[config.mk]
export PLATFORM = sky130hd
export DESIGN_NAME = ssu_spi_port
export DESIGN_NICKNAME = d
export VERILOG_FILES = /design/src/common/ssu_pkg.sv /design/src/design/ssu_fifo.sv /design/src/design/ssu_sync.sv /design/src/design/ssu_spi_port.sv
export SDC_FILE = /design/constraint.sdc
export NUM_CORES = 1
export LEC_CHECK = 0
export BUFFER_PORTS_ARGS = -buffer_cell sky130_fd_sc_hd__buf_4
export CAP_MARGIN = 20
export CORE_ASPECT_RATIO = 0.5
export CORE_MARGIN = 2
export CORE_UTILIZATION = 42
export DETAILED_ROUTE_END_ITERATION = 7
export HOLD_SLACK_MARGIN = 0.12
export PLACE_DENSITY_LB_ADDON = 0.08
export SYNTH_ARGS = -nofsm -noshare
export SYNTH_HDL_FRONTEND = slang
export SYNTH_SLANG_ARGS = --single-unit
[constraint.sdc]
create_clock -name sys_clk -period 4.4 [get_ports sys_clk]
set_input_delay 0.66 -clock sys_clk [delete_from_list [all_inputs] [get_ports sys_clk]]
set_output_delay 0.66 -clock sys_clk [all_outputs]
set_load 0.005 [all_outputs]
[src/common/ssu_pkg.sv]
// Package for the synchronous serial unit SPI port
package ssu_pkg;

  // ----------------------------------------------------------------
  // Mode field encodings
  // ----------------------------------------------------------------
  localparam logic [3:0] MODE_MST_DIV4  = 4'h0;
  localparam logic [3:0] MODE_MST_DIV16 = 4'h1;
  localparam logic [3:0] MODE_MST_DIV64 = 4'h2;
  localparam logic [3:0] MODE_MST_TMR2  = 4'h3;
  localparam logic [3:0] MODE_SLV_SS    = 4'h4;
  localparam logic [3:0] MODE_SLV_NOSS  = 4'h5;
  localparam logic [3:0] MODE_MST_RELD  = 4'ha;

  // ----------------------------------------------------------------
  // Counts and reset values
  // ----------------------------------------------------------------
  localparam int          BYTE_BITS   = 8;
  localparam logic [3:0]  BIT_LAST    = 4'h8;
  localparam logic [7:0]  DIV4_HALF   = 8'h02;
  localparam logic [7:0]  DIV16_HALF  = 8'h08;
  localparam logic [7:0]  DIV64_HALF  = 8'h20;
  localparam logic [7:0]  BYTE_RST    = 8'h00;
  localparam int          FIFO_DEPTH  = 8;
  localparam int          FIFO_AW     = 3;

  // ----------------------------------------------------------------
  // Carriers
  // ----------------------------------------------------------------
  typedef struct packed {
    logic       enable;
    logic [3:0] mode;
    logic       idle_high;
    logic       sample_end;
    logic       edge_sel;
  } ssu_cfg_t;

  typedef struct packed {
    logic       buffer_full;
    logic       write_collision;
    logic       busy;
  } ssu_stat_t;

endpackage

[src/design/ssu_fifo.sv]
// Receive FIFO with valid/ready on both sides
`timescale 1ns/1ps
module ssu_fifo #(
  parameter int WIDTH = 8,
  parameter int DEPTH = 8,
  parameter int AW    = 3
) (
  input  wire logic             sys_clk,
  input  wire logic             rst_b,
  input  wire logic             in_valid,
  output logic                  in_ready,
  input  wire logic [WIDTH-1:0] in_data,
  output logic                  out_valid,
  input  wire logic             out_ready,
  output logic      [WIDTH-1:0] out_data
);

  logic [WIDTH-1:0] mem_q [DEPTH];
  logic [AW-1:0]    wr_q, wr_d, rd_q, rd_d;
  logic [AW:0]      cnt_q, cnt_d;
  logic             push, pop;

  // ----------------------------------------------------------------
  // Pointers
  // ----------------------------------------------------------------
  always_comb begin
    push     = in_valid && in_ready;
    pop      = out_valid && out_ready;
    in_ready = (cnt_q != (AW+1)'(DEPTH));
    out_valid = (cnt_q != '0);
    out_data = mem_q[rd_q];
    wr_d     = push ? wr_q + 1'b1 : wr_q;
    rd_d     = pop ? rd_q + 1'b1 : rd_q;
    cnt_d    = cnt_q + (AW+1)'(push) - (AW+1)'(pop);
  end

  always_ff @(posedge sys_clk or negedge rst_b) begin
    if (!rst_b) begin
      wr_q  <= '0;
      rd_q  <= '0;
      cnt_q <= '0;
    end else begin
      wr_q  <= wr_d;
      rd_q  <= rd_d;
      cnt_q <= cnt_d;
    end
  end

  always_ff @(posedge sys_clk) begin
    if (push) begin
      mem_q[wr_q] <= in_data;
    end
  end
endmodule

[src/design/ssu_sync.sv]
// Three-stage synchroniser with agreement filter
`timescale 1ns/1ps
module ssu_sync (
  input  wire logic sys_clk,
  input  wire logic rst_b,
  input  wire logic raw_in,
  input  wire logic rst_val,
  output logic      clean_out
);

  logic s1_q, s2_q, s3_q, out_q;
  logic s1_d, s2_d, s3_d, out_d;

  // ----------------------------------------------------------------
  // Stages
  // ----------------------------------------------------------------
  always_comb begin
    // Stored relative to the reset level, so reset shows the idle value
    s1_d  = raw_in ^ rst_val;
    s2_d  = s1_q;
    s3_d  = s2_q;
    out_d = (s2_q == s3_q) ? s3_q : out_q;
  end

  always_ff @(posedge sys_clk or negedge rst_b) begin
    if (!rst_b) begin
      s1_q  <= 1'b0;
      s2_q  <= 1'b0;
      s3_q  <= 1'b0;
      out_q <= 1'b0;
    end else begin
      s1_q  <= s1_d;
      s2_q  <= s2_d;
      s3_q  <= s3_d;
      out_q <= out_d;
    end
  end

  assign clean_out = out_q ^ rst_val;

endmodule

[src/design/ssu_spi_port.sv]
// SPI master/slave port of the synchronous serial unit
//
// What the document requires of this block
// [RULE1] Shift out MSb first, shift received bit into the LSb.
// [RULE2] Drive output on programmed clock edge, capture on the opposite.
// [RULE3] Both parties share clock polarity; master starts by clocking.
// [RULE4] Full byte goes to receive buffer; set buffer-full and irq flags.
// [RULE5] Buffer write loads the shift register too; no transmit buffer.
// [RULE6] Buffer write during shifting is dropped and sets collision flag.
// [RULE7] Collision flag must be cleared; writes ignored until then.
// [RULE8] Reading the data buffer clears buffer-full.
// [RULE9] Shift register reachable only through the data buffer.
// [RULE10] Master: buffer write starts an eight-bit exchange at set rate.
// [RULE11] Master keeps sampling input; each byte loads buffer and flags.
// [RULE12] Master rate: clock/4, /16, /64, half timer2, or reload based.
// [RULE13] Control bits pick role, idle level, phase, edge, rate, select.
// [RULE14] Clock polarity bit sets the clock idle level.
// [RULE15] Sample-phase bit picks mid or end of output time capture.
// [RULE16] Edge bit set: output valid before first clock edge.
// [RULE17] Enable bit hands clock, data and select pins to the port.
// [RULE18] Software disables, reconfigures, then re-enables the port.
// [RULE19] Software sets pin directions for inputs and outputs; the port drives sck_oe and sdo_oe itself.
// [RULE20] Status low six bits read-only, upper two writable; status here has three bits, all read-only.
// [RULE21] Unselected slave ignores clock and data, leaves output undriven.
// [RULE22] Master stops clock and deselects slave when finished; the port has no select output, so it only stops the clock.
// [RULE23] Master clock output is fed back as the clock input; the master here clocks its shifter from its own sck_q and ignores sck_in.
// [RULE24] Slave with select: select high or disable clears bit counter.
// [RULE25] Slave with select: output released while select high.
// [RULE26] Slave shifts on external clock; irq flag on last bit.
// [RULE27] Four-bit mode field picks master rate or slave type.
`timescale 1ns/1ps
module ssu_spi_port (
  input  wire logic              sys_clk,
  input  wire logic              rst_b,
  input  wire ssu_pkg::ssu_cfg_t cfg,
  input  wire logic [7:0]        rate_reload_reg,
  input  wire logic              tmr2_tick,
  input  wire logic [7:0]        wr_data,
  input  wire logic              wr_strobe,
  input  wire logic              rd_strobe,
  input  wire logic              clr_collision,
  output logic [7:0]             rd_data,
  output ssu_pkg::ssu_stat_t     status,
  output logic                   port_irq_flag,
  output logic                   rx_valid,
  input  wire logic              rx_ready,
  output logic [7:0]             rx_data,
  input  wire logic              sck_in,
  output logic                   sck_out,
  output logic                   sck_oe,
  input  wire logic              sdi_in,
  output logic                   sdo_out,
  output logic                   sdo_oe,
  input  wire logic              ss_b_in
);

  typedef enum logic [1:0] {SSU_IDLE, SSU_LEAD, SSU_TRAIL} ssu_state_t;

  // Decode role from mode field [RULE27]
  function automatic logic is_master(input logic [3:0] m);
    is_master = (m == ssu_pkg::MODE_MST_DIV4) ||
                (m == ssu_pkg::MODE_MST_DIV16) ||
                (m == ssu_pkg::MODE_MST_DIV64) ||
                (m == ssu_pkg::MODE_MST_TMR2) ||
                (m == ssu_pkg::MODE_MST_RELD);
  endfunction

  // ----------------------------------------------------------------
  // Pin synchronisers
  // ----------------------------------------------------------------
  logic sck_s, sdi_s, ss_b_s;
  ssu_sync u_sck (.sys_clk(sys_clk), .rst_b(rst_b), .raw_in(sck_in),
                  .rst_val(1'b0), .clean_out(sck_s));
  ssu_sync u_sdi (.sys_clk(sys_clk), .rst_b(rst_b), .raw_in(sdi_in),
                  .rst_val(1'b0), .clean_out(sdi_s));
  ssu_sync u_ss  (.sys_clk(sys_clk), .rst_b(rst_b), .raw_in(ss_b_in),
                  .rst_val(1'b1), .clean_out(ss_b_s));

  // ----------------------------------------------------------------
  // State
  // ----------------------------------------------------------------
  ssu_state_t st_q, st_d;
  logic [7:0] shift_q, shift_d;
  logic [7:0] buf_q, buf_d;
  logic [3:0] bits_q, bits_d;
  logic [7:0] div_q, div_d;
  logic       sck_q, sck_d;
  logic       sdo_q, sdo_d;
  logic       full_q, full_d;
  logic       coll_q, coll_d;
  logic       irq_q, irq_d;
  logic       sck_prev_q, sck_prev_d;
  logic       fifo_push;

  logic       master, slave_ss, selected, busy, wr_ok, tick;
  logic       done, lead_edge, trail_edge, sck_rise, sck_fall;
  logic       drive_edge, cap_edge, sdi_bit;
  logic [7:0] half;

  // ----------------------------------------------------------------
  // Rate select
  // ----------------------------------------------------------------
  always_comb begin
    master   = cfg.enable && is_master(cfg.mode); // [RULE13]
    slave_ss = cfg.enable && (cfg.mode == ssu_pkg::MODE_SLV_SS);
    selected = !slave_ss || !ss_b_s; // [RULE21]
    busy     = (st_q != SSU_IDLE);
    case (cfg.mode) // [RULE12]
      ssu_pkg::MODE_MST_DIV16: half = ssu_pkg::DIV16_HALF;
      ssu_pkg::MODE_MST_DIV64: half = ssu_pkg::DIV64_HALF;
      ssu_pkg::MODE_MST_RELD:  half = 8'(rate_reload_reg + 8'h01) << 1;
      default:                 half = ssu_pkg::DIV4_HALF;
    endcase
    if (cfg.mode == ssu_pkg::MODE_MST_TMR2) begin
      tick = tmr2_tick;
    end else begin
      tick = (div_q + 8'h01 >= half);
    end
    sck_rise = sck_s && !sck_prev_q;
    sck_fall = !sck_s && sck_prev_q;
    // Master input is launched by its own clock, so sampled directly
    sdi_bit  = master ? sdi_in : sdi_s; // [RULE11]
  end

  // ----------------------------------------------------------------
  // Shift engine
  // ----------------------------------------------------------------
  always_comb begin
    st_d       = st_q;
    shift_d    = shift_q;
    buf_d      = buf_q;
    bits_d     = bits_q;
    div_d      = div_q;
    sck_d      = sck_q;
    sdo_d      = sdo_q;
    full_d     = full_q;
    coll_d     = coll_q;
    irq_d      = 1'b0;
    sck_prev_d = sck_s;
    done       = 1'b0;
    lead_edge  = 1'b0;
    trail_edge = 1'b0;
    wr_ok      = wr_strobe && !coll_q && !busy;
    if (master) begin
      if (busy) begin
        div_d = tick ? 8'h00 : div_q + 8'h01;
        if (tick) begin
          sck_d = !sck_q;
          if (st_q == SSU_LEAD) begin
            lead_edge = 1'b1;
            st_d = SSU_TRAIL;
          end else begin
            trail_edge = 1'b1;
            st_d = SSU_LEAD;
          end
        end
      end
    end else if (cfg.enable && selected) begin
      // External clock edges; the leading edge leaves idle level [RULE26]
      lead_edge  = cfg.idle_high ? sck_fall : sck_rise;
      trail_edge = cfg.idle_high ? sck_rise : sck_fall;
      if (lead_edge || trail_edge) begin
        st_d = SSU_TRAIL;
      end
    end
    // Edge bit set: drive on trailing edge [RULE2] [RULE16]
    drive_edge = cfg.edge_sel ? trail_edge : lead_edge;
    // Capture on opposite edge, or, in master mode only, at end of output time [RULE15]
    cap_edge   = (master && cfg.sample_end) ? drive_edge :
                 (cfg.edge_sel ? lead_edge : trail_edge);
    if (cap_edge) begin
      shift_d = {shift_q[6:0], sdi_bit}; // [RULE1] [RULE11]
      bits_d  = bits_q + 4'h1;
    end
    // Next bit leaves after a capture on the same edge
    if (drive_edge) begin
      sdo_d = shift_d[7];
    end
    if (bits_d == ssu_pkg::BIT_LAST && bits_q != ssu_pkg::BIT_LAST) begin
      done   = 1'b1;
      buf_d  = shift_d; // [RULE4]
      full_d = 1'b1;
      irq_d  = 1'b1;
    end
    // Master completes the last clock cycle before going idle [RULE10]
    if (bits_d == ssu_pkg::BIT_LAST &&
        (!master || sck_d == cfg.idle_high)) begin
      bits_d = 4'h0;
      st_d   = SSU_IDLE;
      sck_d  = cfg.idle_high;
      div_d  = 8'h00;
    end
    // Buffer write loads shift register directly [RULE5] [RULE9]
    if (wr_ok) begin
      buf_d   = wr_data;
      shift_d = wr_data;
      bits_d  = 4'h0;
      if (cfg.edge_sel) begin
        sdo_d = wr_data[7]; // [RULE16]
      end
      if (master) begin
        st_d = SSU_LEAD; // [RULE10]
      end
    end
    // Collision set wins over clear [RULE6] [RULE7]
    if (clr_collision) begin
      coll_d = 1'b0;
    end
    if (wr_strobe && busy) begin
      coll_d = 1'b1;
    end
    if (rd_strobe && !done) begin
      full_d = 1'b0; // [RULE8]
    end
    // Select high or disable clears the bit count and returns to idle [RULE24]
    if (!cfg.enable || (slave_ss && ss_b_s)) begin
      bits_d = 4'h0;
      st_d   = SSU_IDLE;
      sck_d  = cfg.idle_high; // [RULE14]
      div_d  = 8'h00;
    end
  end

  always_ff @(posedge sys_clk or negedge rst_b) begin
    if (!rst_b) begin
      st_q       <= SSU_IDLE;
      shift_q    <= ssu_pkg::BYTE_RST;
      buf_q      <= ssu_pkg::BYTE_RST;
      bits_q     <= 4'h0;
      div_q      <= 8'h00;
      sck_q      <= 1'b0;
      sdo_q      <= 1'b0;
      full_q     <= 1'b0;
      coll_q     <= 1'b0;
      irq_q      <= 1'b0;
      sck_prev_q <= 1'b0;
    end else begin
      st_q       <= st_d;
      shift_q    <= shift_d;
      buf_q      <= buf_d;
      bits_q     <= bits_d;
      div_q      <= div_d;
      sck_q      <= sck_d;
      sdo_q      <= sdo_d;
      full_q     <= full_d;
      coll_q     <= coll_d;
      irq_q      <= irq_d;
      sck_prev_q <= sck_prev_d;
    end
  end

  // ----------------------------------------------------------------
  // Received byte stream
  // ----------------------------------------------------------------
  assign fifo_push = irq_q;
  ssu_fifo #(.WIDTH(ssu_pkg::BYTE_BITS), .DEPTH(ssu_pkg::FIFO_DEPTH),
             .AW(ssu_pkg::FIFO_AW)) u_fifo (
    .sys_clk  (sys_clk),
    .rst_b    (rst_b),
    .in_valid (fifo_push),
    .in_ready (),
    .in_data  (buf_q),
    .out_valid(rx_valid),
    .out_ready(rx_ready),
    .out_data (rx_data)
  );

  // ----------------------------------------------------------------
  // Outputs
  // ----------------------------------------------------------------
  always_comb begin
    rd_data         = buf_q;
    status          = '{buffer_full: full_q, write_collision: coll_q,
                        busy: busy}; // [RULE20]
    port_irq_flag   = irq_q;
    sck_out         = master ? sck_q : cfg.idle_high;
    sck_oe          = master; // [RULE17] [RULE23]
    sdo_out         = sdo_q;
    sdo_oe          = cfg.enable && selected; // [RULE21] [RULE25]
  end
endmodule

==> metrics.txt <==
status finished, final reports clean; Place WS 0.3115 ns; Pwr Total 3885 uW; Post-route DRC 0; RSZ-0062 raised after global routing false; Die Area 14760 um2; CP peak stage delay 0.45 ns; row cnt 30; Synth Flop Type edfxtp_1; vias in the first global route 3589; Clock Pin Slew Worst Setup and Hold Paths 0.06 ns; syn nets 482; commonest cells after routing, fill and taps aside edfxtp_1 (64), buf_4 (62), dfrtp_1 (58); period utilisation layout 0.9196; Final Wtd Congestion 0.7839; delay-heaviest family, CP compound AO/OA/AOI/OAI gates; worst slew pin tran 1.014 ns; via count 3541; Total Nets Final 549; Hold Crit Class in2async; clock root cell clkbuf_16; Clock Sinks 122; # port buffers 57; CP cell instances ha_1, nand3_1, nor2_1, xnor2_1, inv_1, ha_1, a21o_1, a211o_1, a211o_1, a221o_1, nand3_2, mux2i_1, o21ba_1, buf_4, mux2_4; post-synthesis sequential area ratio 0.5843; final core occ 0.5189; Post-Syn Instances 428; crit path kind reg2reg; Max Clock Skew 0.01022 ns; Resized Gates After CTS 0; Startpoint Class flop; main area contributors after synthesis edfxtp_1 (33%), dfrtp_1 (25%), mux4_2 (6.2%), ha_1 (4.1%), mux2_2 (3.3%); ant diodes 0; global-route wire length before repair 18950 um; cell count of the worst reg-to-reg path 15; H-tree depth 4; layout cells sized above 1 0.2795; overall overflow remaining after global route 0; Post-synth EDFFs 64; P per Cell Area 555.6 nW/um2; critical path peak fanout 8; antenna viol nets, final 0; Worst Path Arrival 4.34 ns; Slew HR 0.3212; Cell variety after synth 55; CP Buf/Inv Count 2; cell taking the most area after synthesis edfxtp_1; CTS buffer count 17; later-pin clock latency in the skew report 0.41 ns; filler instances 1182; Die Y 86.90 um; RR Startpoint div_q[0]$_DFFE_PN0P_; vias per inst 5.177; total core area 13480 um2; Yosys reg bits 122; # setup viols final 0; Critical-path top delay cell a221o_1; Synth-to-Final Area Change 21.13%; Max Slew Vio Count 0; WL per Instance 17.03 um; Critical Path Sink Type flop; I/O pin total 59; Iter 0 DRT Violations 223; Post-CTS Setup Bufs 0; LEAKAGE 0.002933 uW; total wire length 11650 um; initial antenna violation count 0; Synthesis Warnings 0; setup TNS 0 ns; largest net degree at the start of global routing 59; fin crit period 4.046 ns; Cell Area, Synth 5773 um2; fmax 0.2471 GHz; Clock Path Buffers 2; Detail Placement HPWL 7758 um; most common cell after layout, fill and taps aside edfxtp_1; final hold slack 0.3199 ns; Setup WS post-layout 0.3539 ns; Hold Fails Final Rpt 0; Starting Density 0.4284; drt first pass iters 4; Synth top area share 0.3329; max cap viols 0; IR drop worst, VDD 0.2478 mV; FFs w/ async S/R, synth 0.4754; WP data required 4.69 ns; Die Span X 169.8 um; # hold bufs at CTS 0; reg2reg setup slack 0.35 ns; GRT Resource Usage Total 0.1729; worst reg2reg path endpoint rd_data[1]$_DFFE_PN0P_; CTS tree yes; Post-Syn Area per Cell 13.49 um2
## sequential cells by signal, summed over array words and instances, names as in the netlist, 3 cells and up
signal and count:
u_fifo.mem_q 64, div_q 8, rd_data 8, shift_q 8, bits_q 4, u_fifo.cnt_q 4, u_fifo.rd_q 3, u_fifo.wr_q 3
## synthesized netlist by cell type (3+ instances only)
cell       number
edfxtp_1       64
dfrtp_1        58
nand2_1        35
inv_1          25
nor2_1         21
ha_1           19
mux2_2         17
o21ai_0        17
mux4_2         16
xnor2_1        13
nand3_1        12
mux2i_1        10
xor2_1         10
a21oi_1         9
mux2_4          8
nand2b_1        6
nor3_1          6
o2bb2ai_1       6
a21o_1          5
and3_1          5
clkbuf_1        5
nor2b_1         5
a211o_1         3
a31oi_1         3
and4_1          3
buf_1           3
buf_4           3
maj3_1          3
## final cells by class
type,instances,area [um2],area share
Clock buffer,17,425.4,0.06083
Clock inverter,15,178.9,0.02559
Inverter,25,93.84,0.01342
Multi-Input combinational cell,267,2236,0.3197
Sequential cell,122,3373,0.4824
Tap cell,176,220.2,0.03149
Timing Repair Buffer,62,465.4,0.06656
## power by group
part / internal [uW] / switching (uW)
clock network: 859 / 575
logic: 507 / 340
registers: 1400 / 202
total: 2770 / 1120
## logic make-up (layout without fill, tap and decap cells)
logic type	Yosys count	in the layout	synth area share
flops	122	122	0.5843
simple gates	107	107	0.09211
buf+inv	39	119	0.03012
compound gates	63	63	0.07499
mux	51	51	0.1337
fa+ha+maj	23	23	0.04985
xor+xnor	23	23	0.03489
## worst max path at each step
stage | endpoint | cells past startpoint | startpoint
floorplan | rd_data[7]$_DFFE_PN0P_ | 12 | cfg[3]
global placement | rd_data[7]$_DFFE_PN0P_ | 13 | cfg[3]
detailed placement | rd_data[7]$_DFFE_PN0P_ | 13 | cfg[3]
CTS | rd_data[7]$_DFFE_PN0P_ | 14 | div_q[0]$_DFFE_PN0P_
global route | rd_data[5]$_DFFE_PN0P_ | 15 | div_q[0]$_DFFE_PN0P_
finish | rd_data[1]$_DFFE_PN0P_ | 15 | div_q[0]$_DFFE_PN0P_
## through the flow
step,cell area [um2],std cells
after floorplan,5773,428
after global placement,6389,652
after detailed placement,6389,652
after CTS,6993,684
after global routing,6993,684
final,6993,684
## routing by layer
| metal | wire length [um] | GRT usage | up-vias |
|---|---|---|---|
| li1 | - | - | 1715 |
| met1 | 5580 | 0.2331 | 1748 |
| met2 | 5483 | 0.2761 | 67 |
| met3 | 487 | 0.04680 | 11 |
| met4 | 99 | 0.05594 | 0 |
| met5 | 0 | 0 | - |
Power figures use the tool's default switching activity.
